File: config.mk
export PLATFORM = sky130hd
export DESIGN_NAME = nv_access_ctrl
export DESIGN_NICKNAME = d
export VERILOG_FILES = /design/src/core/nv_access_pkg.sv /design/src/core/nv_access_ctrl.sv
export VERILOG_INCLUDE_DIRS = /design/src /design/src/core
export SDC_FILE = /design/constraint.sdc
export NUM_CORES = 1
export LEC_CHECK = 0
export BUFFER_PORTS_ARGS = -buffer_cell sky130_fd_sc_hd__buf_2
export CORE_ASPECT_RATIO = 0.75
export CORE_MARGIN = 2
export CORE_UTILIZATION = 50
export CTS_CLUSTER_SIZE = 8
export DETAILED_ROUTE_END_ITERATION = 8
export PLACE_DENSITY = 0.63
export SLEW_MARGIN = 20
export SYNTH_ARGS = -nofsm -noshare
export SYNTH_HDL_FRONTEND = slang
export SYNTH_SLANG_ARGS = --single-unit
File: constraint.sdc
create_clock -name REF_CLK_I -period 3.3 [get_ports REF_CLK_I]
set_input_delay 0.495 -clock REF_CLK_I [delete_from_list [all_inputs] [get_ports REF_CLK_I]]
set_output_delay 0.495 -clock REF_CLK_I [all_outputs]
set_load 0.03 [all_outputs]
File: src/core/nv_access_map.svh
// Register locations, field positions, reset values and timing counts of the nonvolatile access block.
`ifndef NV_ACCESS_MAP_SVH
`define NV_ACCESS_MAP_SVH
`define NV_ADDRESS_OFFSET   8'h1E
`define NV_DATA_OFFSET      8'h1F
`define NV_CONTROL_OFFSET   8'h40
`define INDIRECT_ONE_OFFSET 8'h02
`define POINTER_ONE_OFFSET  8'h03
`define BANK_SEL_OFFSET     8'h04
`define BANK_SEL_BIT        0
`define NV_ADDR_WIDTH       6
`define NV_DEPTH            64
`define CTRL_PROG_PERMIT    3
`define CTRL_PROG_TRIGGER   2
`define CTRL_READ_PERMIT    1
`define CTRL_READ_TRIGGER   0
`define NV_RESET_BYTE       8'h00
`define WRITE_TIME_NS       2000
`define CLK_PERIOD_NS       25
`define WRITE_CYCLES        ((`WRITE_TIME_NS + `CLK_PERIOD_NS - 1) / `CLK_PERIOD_NS)
`define READ_CYCLES         2
`endif

File: src/core/nv_access_pkg.sv
// Types shared by the nonvolatile access block.
`default_nettype none
package nv_access_pkg;
  typedef enum logic [1:0] {
    IDLE_ST,
    WRITE_ST,
    READ_ST
  } nv_state_type;
  typedef struct packed {
    logic       wr;
    logic       rd;
    logic [7:0] addr;
    logic [7:0] wdata;
  } sfr_access_type;
endpackage
`default_nettype wire

File: src/core/nv_access_ctrl.sv
// Nonvolatile data memory access controller behind the special-function register port.
//
// Operation
// RULE1: Sixty-four byte array, reached one byte at a time via address and data registers.
// RULE2: Address register holds six bits, upper two read zero, resets to zero.
// RULE3: Data register is eight bits read/write, cleared at power-on.
// RULE4: Control register sits at 40H of bank 1, reached through pointer one.
// RULE5: Address and data registers are directly reachable regardless of bank.
// RULE6: Write permit bit 3 must be high; when low writes are inhibited.
// RULE7: Setting program trigger bit 2 starts a write of data at address.
// RULE8: Hardware clears program trigger when the write cycle completes.
// RULE9: Program trigger set without prior write permit starts nothing.
// RULE10: Read permit bit 1 needed; read trigger without it starts nothing.
// RULE11: Read trigger bit 0 with read permit starts a read at address.
// RULE12: Read trigger clears at read end; fetched byte then valid in data.
// RULE13: Data register holds fetched byte until next read or write.
// RULE14: Software raises read permit, loads address, then sets read trigger.
// RULE15: Software polls read trigger before fetching the data register.
// RULE16: Software never sets both triggers, nor enable with trigger together.
// RULE17: Control upper four bits read zero; four used bits reset to zero.
// RULE18: Software sets write trigger right after write permit, interrupts masked.
// RULE19: Every completed write sets the done flag; servicing clears it.
// RULE20: Software avoids idle or sleep until an access has completed.
// RULE21: Write cycle length is a timer count; triggers ignored meanwhile.
// RULE22: A trigger arriving during a running cycle is ignored.
`include "nv_access_map.svh"
`default_nettype none
module nv_access_ctrl
  import nv_access_pkg::*;
#(
  parameter int WRITE_CYCLES = `WRITE_CYCLES
) (
  input  wire logic       REF_CLK_I,
  input  wire logic       RST_N_I,
  input  wire logic       SFR_WR_I,
  input  wire logic       SFR_RD_I,
  input  wire logic [7:0] SFR_ADDR_I,
  input  wire logic [7:0] SFR_WDATA_I,
  input  wire logic       IRQ_ACK_I,
  output logic      [7:0] SFR_RDATA_O,
  output logic            SFR_HIT_O,
  output logic            NV_DONE_FLAG_O,
  output logic            NV_BUSY_O
);

  sfr_access_type acc;
  assign acc = '{wr: SFR_WR_I, rd: SFR_RD_I, addr: SFR_ADDR_I, wdata: SFR_WDATA_I};

  logic [7:0] nv_array [0:`NV_DEPTH-1];
  logic [`NV_ADDR_WIDTH-1:0] nv_address_reg;
  logic [7:0] nv_data_reg;
  logic [7:0] indirect_pointer_one;
  logic       bank_selector;
  logic       program_permit;
  logic       program_trigger;
  logic       read_permit;
  logic       read_trigger;
  nv_state_type state;
  logic [15:0]  timer;

  // The control register is not directly addressable, so a stray direct write cannot arm it.
  logic ctrl_sel;
  logic ctrl_wr;
  logic [7:0] ctrl_value;
  logic [7:0] next_rdata;
  logic       next_hit;
  logic       start_write;
  logic       start_read;
  logic       write_end;
  logic       read_end;

  assign ctrl_sel = (acc.addr == `INDIRECT_ONE_OFFSET) && bank_selector
                    && (indirect_pointer_one == `NV_CONTROL_OFFSET); // see RULE4
  assign ctrl_wr = acc.wr && ctrl_sel;
  assign ctrl_value = {4'h0, program_permit, program_trigger, read_permit, read_trigger}; // see RULE17
  // Permit must already be high before this write: sampled from the register, not the bus.
  assign start_write = ctrl_wr && acc.wdata[`CTRL_PROG_TRIGGER] && program_permit
                       && (state == IDLE_ST); // see RULE6 see RULE9 see RULE22
  assign start_read = ctrl_wr && acc.wdata[`CTRL_READ_TRIGGER] && read_permit
                      && !acc.wdata[`CTRL_PROG_TRIGGER] && (state == IDLE_ST); // see RULE10 see RULE22
  assign write_end = (state == WRITE_ST) && (timer == 16'h0000);
  assign read_end = (state == READ_ST) && (timer == 16'h0000);

  always_ff @(posedge REF_CLK_I or negedge RST_N_I) begin
    if (!RST_N_I) begin
      indirect_pointer_one <= 8'h00;
      bank_selector <= 1'b0;
    end else if (acc.wr) begin
      if (acc.addr == `POINTER_ONE_OFFSET) begin
        indirect_pointer_one <= acc.wdata;
      end
      if (acc.addr == `BANK_SEL_OFFSET) begin
        bank_selector <= acc.wdata[`BANK_SEL_BIT];
      end
    end
  end

  always_ff @(posedge REF_CLK_I or negedge RST_N_I) begin
    if (!RST_N_I) begin
      nv_address_reg <= '0; // see RULE2
    end else if (acc.wr && acc.addr == `NV_ADDRESS_OFFSET) begin
      nv_address_reg <= acc.wdata[`NV_ADDR_WIDTH-1:0]; // see RULE5
    end
  end

  always_ff @(posedge REF_CLK_I or negedge RST_N_I) begin
    if (!RST_N_I) begin
      program_permit <= 1'b0;
      read_permit <= 1'b0;
    end else if (ctrl_wr) begin
      program_permit <= acc.wdata[`CTRL_PROG_PERMIT];
      read_permit <= acc.wdata[`CTRL_READ_PERMIT];
    end
  end

  // Triggers can only be raised by hardware start; software writing zero cannot abort a cycle.
  always_ff @(posedge REF_CLK_I or negedge RST_N_I) begin
    if (!RST_N_I) begin
      program_trigger <= 1'b0;
      read_trigger <= 1'b0;
    end else begin
      if (start_write) begin
        program_trigger <= 1'b1; // see RULE7
      end else if (write_end) begin
        program_trigger <= 1'b0; // see RULE8
      end
      if (start_read) begin
        read_trigger <= 1'b1; // see RULE11
      end else if (read_end) begin
        read_trigger <= 1'b0; // see RULE12
      end
    end
  end

  always_ff @(posedge REF_CLK_I or negedge RST_N_I) begin
    if (!RST_N_I) begin
      state <= IDLE_ST;
      timer <= 16'h0000;
    end else begin
      case (state)
        IDLE_ST: begin
          if (start_write) begin
            state <= WRITE_ST;
            timer <= 16'(WRITE_CYCLES - 1); // see RULE21
          end else if (start_read) begin
            state <= READ_ST;
            timer <= 16'(`READ_CYCLES - 1);
          end
        end
        WRITE_ST, READ_ST: begin
          if (timer == 16'h0000) begin
            state <= IDLE_ST;
          end else begin
            timer <= timer - 16'h0001;
          end
        end
        default: begin
          state <= IDLE_ST;
        end
      endcase
    end
  end

  // The array has no reset, as stored contents must survive a reset.
  always_ff @(posedge REF_CLK_I) begin
    if (write_end) begin
      nv_array[nv_address_reg] <= nv_data_reg; // see RULE1
    end
  end

  always_ff @(posedge REF_CLK_I or negedge RST_N_I) begin
    if (!RST_N_I) begin
      nv_data_reg <= `NV_RESET_BYTE; // see RULE3
    end else if (read_end) begin
      nv_data_reg <= nv_array[nv_address_reg]; // see RULE12 see RULE13
    end else if (acc.wr && acc.addr == `NV_DATA_OFFSET) begin
      nv_data_reg <= acc.wdata; // see RULE5
    end
  end

  // Set wins over an acknowledge arriving in the same cycle.
  always_ff @(posedge REF_CLK_I or negedge RST_N_I) begin
    if (!RST_N_I) begin
      NV_DONE_FLAG_O <= 1'b0;
    end else if (write_end) begin
      NV_DONE_FLAG_O <= 1'b1; // see RULE19
    end else if (IRQ_ACK_I) begin
      NV_DONE_FLAG_O <= 1'b0; // see RULE19
    end
  end

  always_comb begin
    next_rdata = 8'h00;
    next_hit = 1'b0;
    if (acc.rd) begin
      if (acc.addr == `NV_ADDRESS_OFFSET) begin
        next_rdata = {2'b00, nv_address_reg}; // see RULE2
        next_hit = 1'b1;
      end else if (acc.addr == `NV_DATA_OFFSET) begin
        next_rdata = nv_data_reg;
        next_hit = 1'b1;
      end else if (acc.addr == `POINTER_ONE_OFFSET) begin
        next_rdata = indirect_pointer_one;
        next_hit = 1'b1;
      end else if (acc.addr == `BANK_SEL_OFFSET) begin
        next_rdata = {7'h00, bank_selector};
        next_hit = 1'b1;
      end else if (ctrl_sel) begin
        next_rdata = ctrl_value; // see RULE17
        next_hit = 1'b1;
      end
    end
  end

  always_ff @(posedge REF_CLK_I or negedge RST_N_I) begin
    if (!RST_N_I) begin
      SFR_RDATA_O <= 8'h00;
      SFR_HIT_O <= 1'b0;
      NV_BUSY_O <= 1'b0;
    end else begin
      SFR_RDATA_O <= next_rdata;
      SFR_HIT_O <= next_hit;
      NV_BUSY_O <= start_write || start_read || ((state != IDLE_ST) && (timer != 16'h0000));
    end
  end

endmodule
`default_nettype wire

==> impl_metrics.tcl <==
set metrics [dict create \
    outcome "finished, violations left" \
    violations "setup timing" \
    place_ws_ns 0.0700 \
    num_io_pins 32 \
    crit_slowest_cell "nand2_1" \
    setup_tns_ns -0.0185 \
    wl_per_cell_um 28.8 \
    hp-class "input port to register" \
    die_width_um 252 \
    layout-drive-gt1-share 0.235 \
    portBuffers 31 \
    crit_start "timer[0]$_DFFE_PN0P_" \
    crit_type "register to register" \
    yosys.area.top_type "edfxtp_1" \
    ys_seq_area_frac 0.730 \
    vias 14438 \
    min_period_over_period 1.00 \
    cp_cell_sequence "inv_1, ha_1, or3b_2, nor4_4, buf_4, nand3_1, nor2_1, nand2_1, nor2_1, buf_4" \
    synth_async_sr_flop_share 0.0986 \
    ys_types 75 \
    cts_max_level 3 \
    synth_top_cells_by_count "edfxtp_1 (512), nor2_1 (115), mux2i_1 (97), a21oi_1 (61), nand2_1 (58)" \
    place_area_mm2 0.0247 \
    first_pass_iters 5 \
    ctsResizeCount 0 \
    cts_tree "done" \
    setup_ws_ns -0.00576 \
    slew_viol_final 0 \
    max_stage_delay_ns 0.58 \
    fin_skew_ns 0.0236 \
    cp_num_buf_inv 3 \
    power_per_cell_area_mw_per_mm2 612 \
    regMostFlops "nv_array" \
    largest_reg_flops 512 \
    synthTopCellsByArea "edfxtp_1 (67%), dfrtp_1 (6.1%), mux2i_1 (4.2%)" \
    grt_setup_unrepaired "yes" \
    cp.arrival_ns 3.61 \
    dp_hpwl_um 42600 \
    min_period_ns 3.31 \
    avgViaCountPerCell 6.34 \
    timing.rr.end "nv_array[6][3]$_DFFE_PP_" \
    start_util 0.511 \
    nets 1668 \
    relSlewSlack 0.401 \
    clock-sinks 568 \
    grt_pass1_wl_um 95500 \
    grt_overflow 0 \
    grt_util_all_layers 0.277 \
    drt-total-wl_um 65500 \
    place.gp.congestion 0.936 \
    synth.ff_latch_count 568 \
    dieArea_mm2 0.0477 \
    root_buffer "clkbuf_16" \
    ys.flop_type "edfxtp_1" \
    grt_antenna_before_repair 2 \
    dpl.cell_count 2145 \
    grt_pass1_vias 14100 \
    synth_simple_gate_area_share 0.0596 \
    cpLargestDelayFamily "simple AND/OR/NAND/NOR gates" \
    final_area_mm2 0.0271 \
    grt_max_degree 50 \
    r2r_setup_slack_ns -0.006 \
    crit_path_end "nv_array[6][3]$_DFFE_PP_" \
    tightest_slew_ns 0.897 \
    clk_path_buf_depth 3 \
    crit_required_ns 3.60 \
    crit_fanout 8 \
    synth-compound-area-share 0.0977 \
    area_delta_synth_final_pct 17.7 \
    fmax_mhz 303 \
    ys_warn_count 0 \
    drv_cap 0 \
    ir_worst_vdd_uv 542 \
    synth_top_area_share 0.669 \
    core_mm2 0.0450 \
    synth_top_family_by_area "compound AO/OA/AOI/OAI gates" \
    p_leak_nw 9.85 \
    synth-edff-count 512 \
    path_clk_slew_ns 0.05 \
    numCtsBuffers 81 \
    synth.mux.area_fraction 0.0844 \
    cp-end-kind "register" \
    crit_cells 10 \
    syn_nets 1476 \
    reg.largest.list "nv_array (512), timer (16)" \
    r2r_start "timer[0]$_DFFE_PN0P_" \
    synth_xor_area_frac 0.00343 \
    r2r_cells 10 \
    instances_no_fill 2278 \
    synth_area_mm2 0.0230 \
    yosysMostFrequentCell "edfxtp_1" \
    cp-start-kind "register" \
    setup-violations-final 5 \
    die_y_um 190 \
    hold_violations 0 \
    diodes 0 \
    drtIter0Drc 1793 \
    synth_fa_ha_area_frac 0.00218 \
    synth_cells 1451 \
    drc 0 \
    num_rows 67 \
    ant_nets 0 \
    clk_latency_ns 0.60 \
    syn_area_per_cell_um2 15.8 \
]
## power breakdown
group          switching [mW]  internal, mW
Sequential             0.0971          7.87
Combinational           0.707         0.385
Clock                    2.93          4.57
Total                    3.74          12.8
## stage by stage
step | util | total power [mW] | hold slack, ns
3_5_place_dp | 0.550 | 9.16 | 0.473
2_1_floorplan | - | 8.65 | 0.199
5_1_grt | 0.601 | 17.0 | 0.102
6_report | 0.601 | 16.6 | 0.0949
4_1_cts | 0.601 | 16.6 | 0.0730
3_3_place_gp | 0.550 | 9.15 | 0.471
## per-layer routing
| metal | wire length [µm] | vias up | GRT usage |
|---|---|---|---|
| li1 | - | 6157 | - |
| met1 | 28200 | 7296 | 0.414 |
| met2 | 28200 | 844 | 0.394 |
| met3 | 7240 | 137 | 0.0769 |
| met4 | 1870 | 4 | 0.0916 |
| met5 | 30 | - | 0 |
## worst register-to-register path, cell delays in order, from the launching register on
cell and delay [ns]:
dfrtp_1 0.40, inv_1 0.09, ha_1 0.22, or3b_2 0.51, nor4_4 0.20, buf_4 0.18, nand3_1 0.10, nor2_1 0.20
nand2_1 0.58, nor2_1 0.34, buf_4 0.19
## cell families after synthesis
logic type	Yosys count
xor gates and xnor gates	9
AOI/OAI and AO/OA	317
DFF	568
muxes	166
adders and majority gates	4
buffers and inverters	107
and+or+nand+nor	280
## final cells by class
class                      instances  area (µm²)
clock buffer                     125        2210
clock inverter                     7        83.8
fill                            3372       18000
inverter                          18        67.6
multi-input combinational        776        5700
sequential                       568       16800
tap                              586         733
timing repair buffer             198        1460
## placed cells by master (no fill, tap or decap), drive strengths merged, types with 21 or more instances in the layout
master / synthesis / final
edfxtp: 512 / 512
inv: 18 / 21
o22ai: 31 / 31
buf: 52 / 197
nor2: 116 / 116
a221oi: 43 / 43
o21ai: 42 / 42
nand3: 23 / 23
mux2: 52 / 52
clkbuf: 37 / 125
dfrtp: 56 / 56
a21oi: 61 / 61
mux2i: 97 / 97
nand2: 59 / 59
a22oi: 47 / 47
## repair_timing
item                                    CTS  global route
endpoints found under the setup margin    0            89
buffers inserted                          0             0
hold buffers                              1             0
endpoints found under the hold margin    25             0
## how the worst min path moves through the flow
stage                                      startpoint                     endpoint  slack, ns  cells past startpoint
after floorplan                               RST_N_I          NV_BUSY_O$_DFF_PN0_       0.20                      0
after global placement    program_trigger$_DFFE_PN0P_  program_trigger$_DFFE_PN0P_       0.47                      2
after CTS                                   IRQ_ACK_I   NV_DONE_FLAG_O$_DFFE_PN0P_       0.07                      2
after global routing                        IRQ_ACK_I   NV_DONE_FLAG_O$_DFFE_PN0P_       0.10                      2
final                                       IRQ_ACK_I   NV_DONE_FLAG_O$_DFFE_PN0P_       0.09                      2
after detailed placement  program_trigger$_DFFE_PN0P_  program_trigger$_DFFE_PN0P_       0.47                      2
Power figures use the tool's default switching activity.
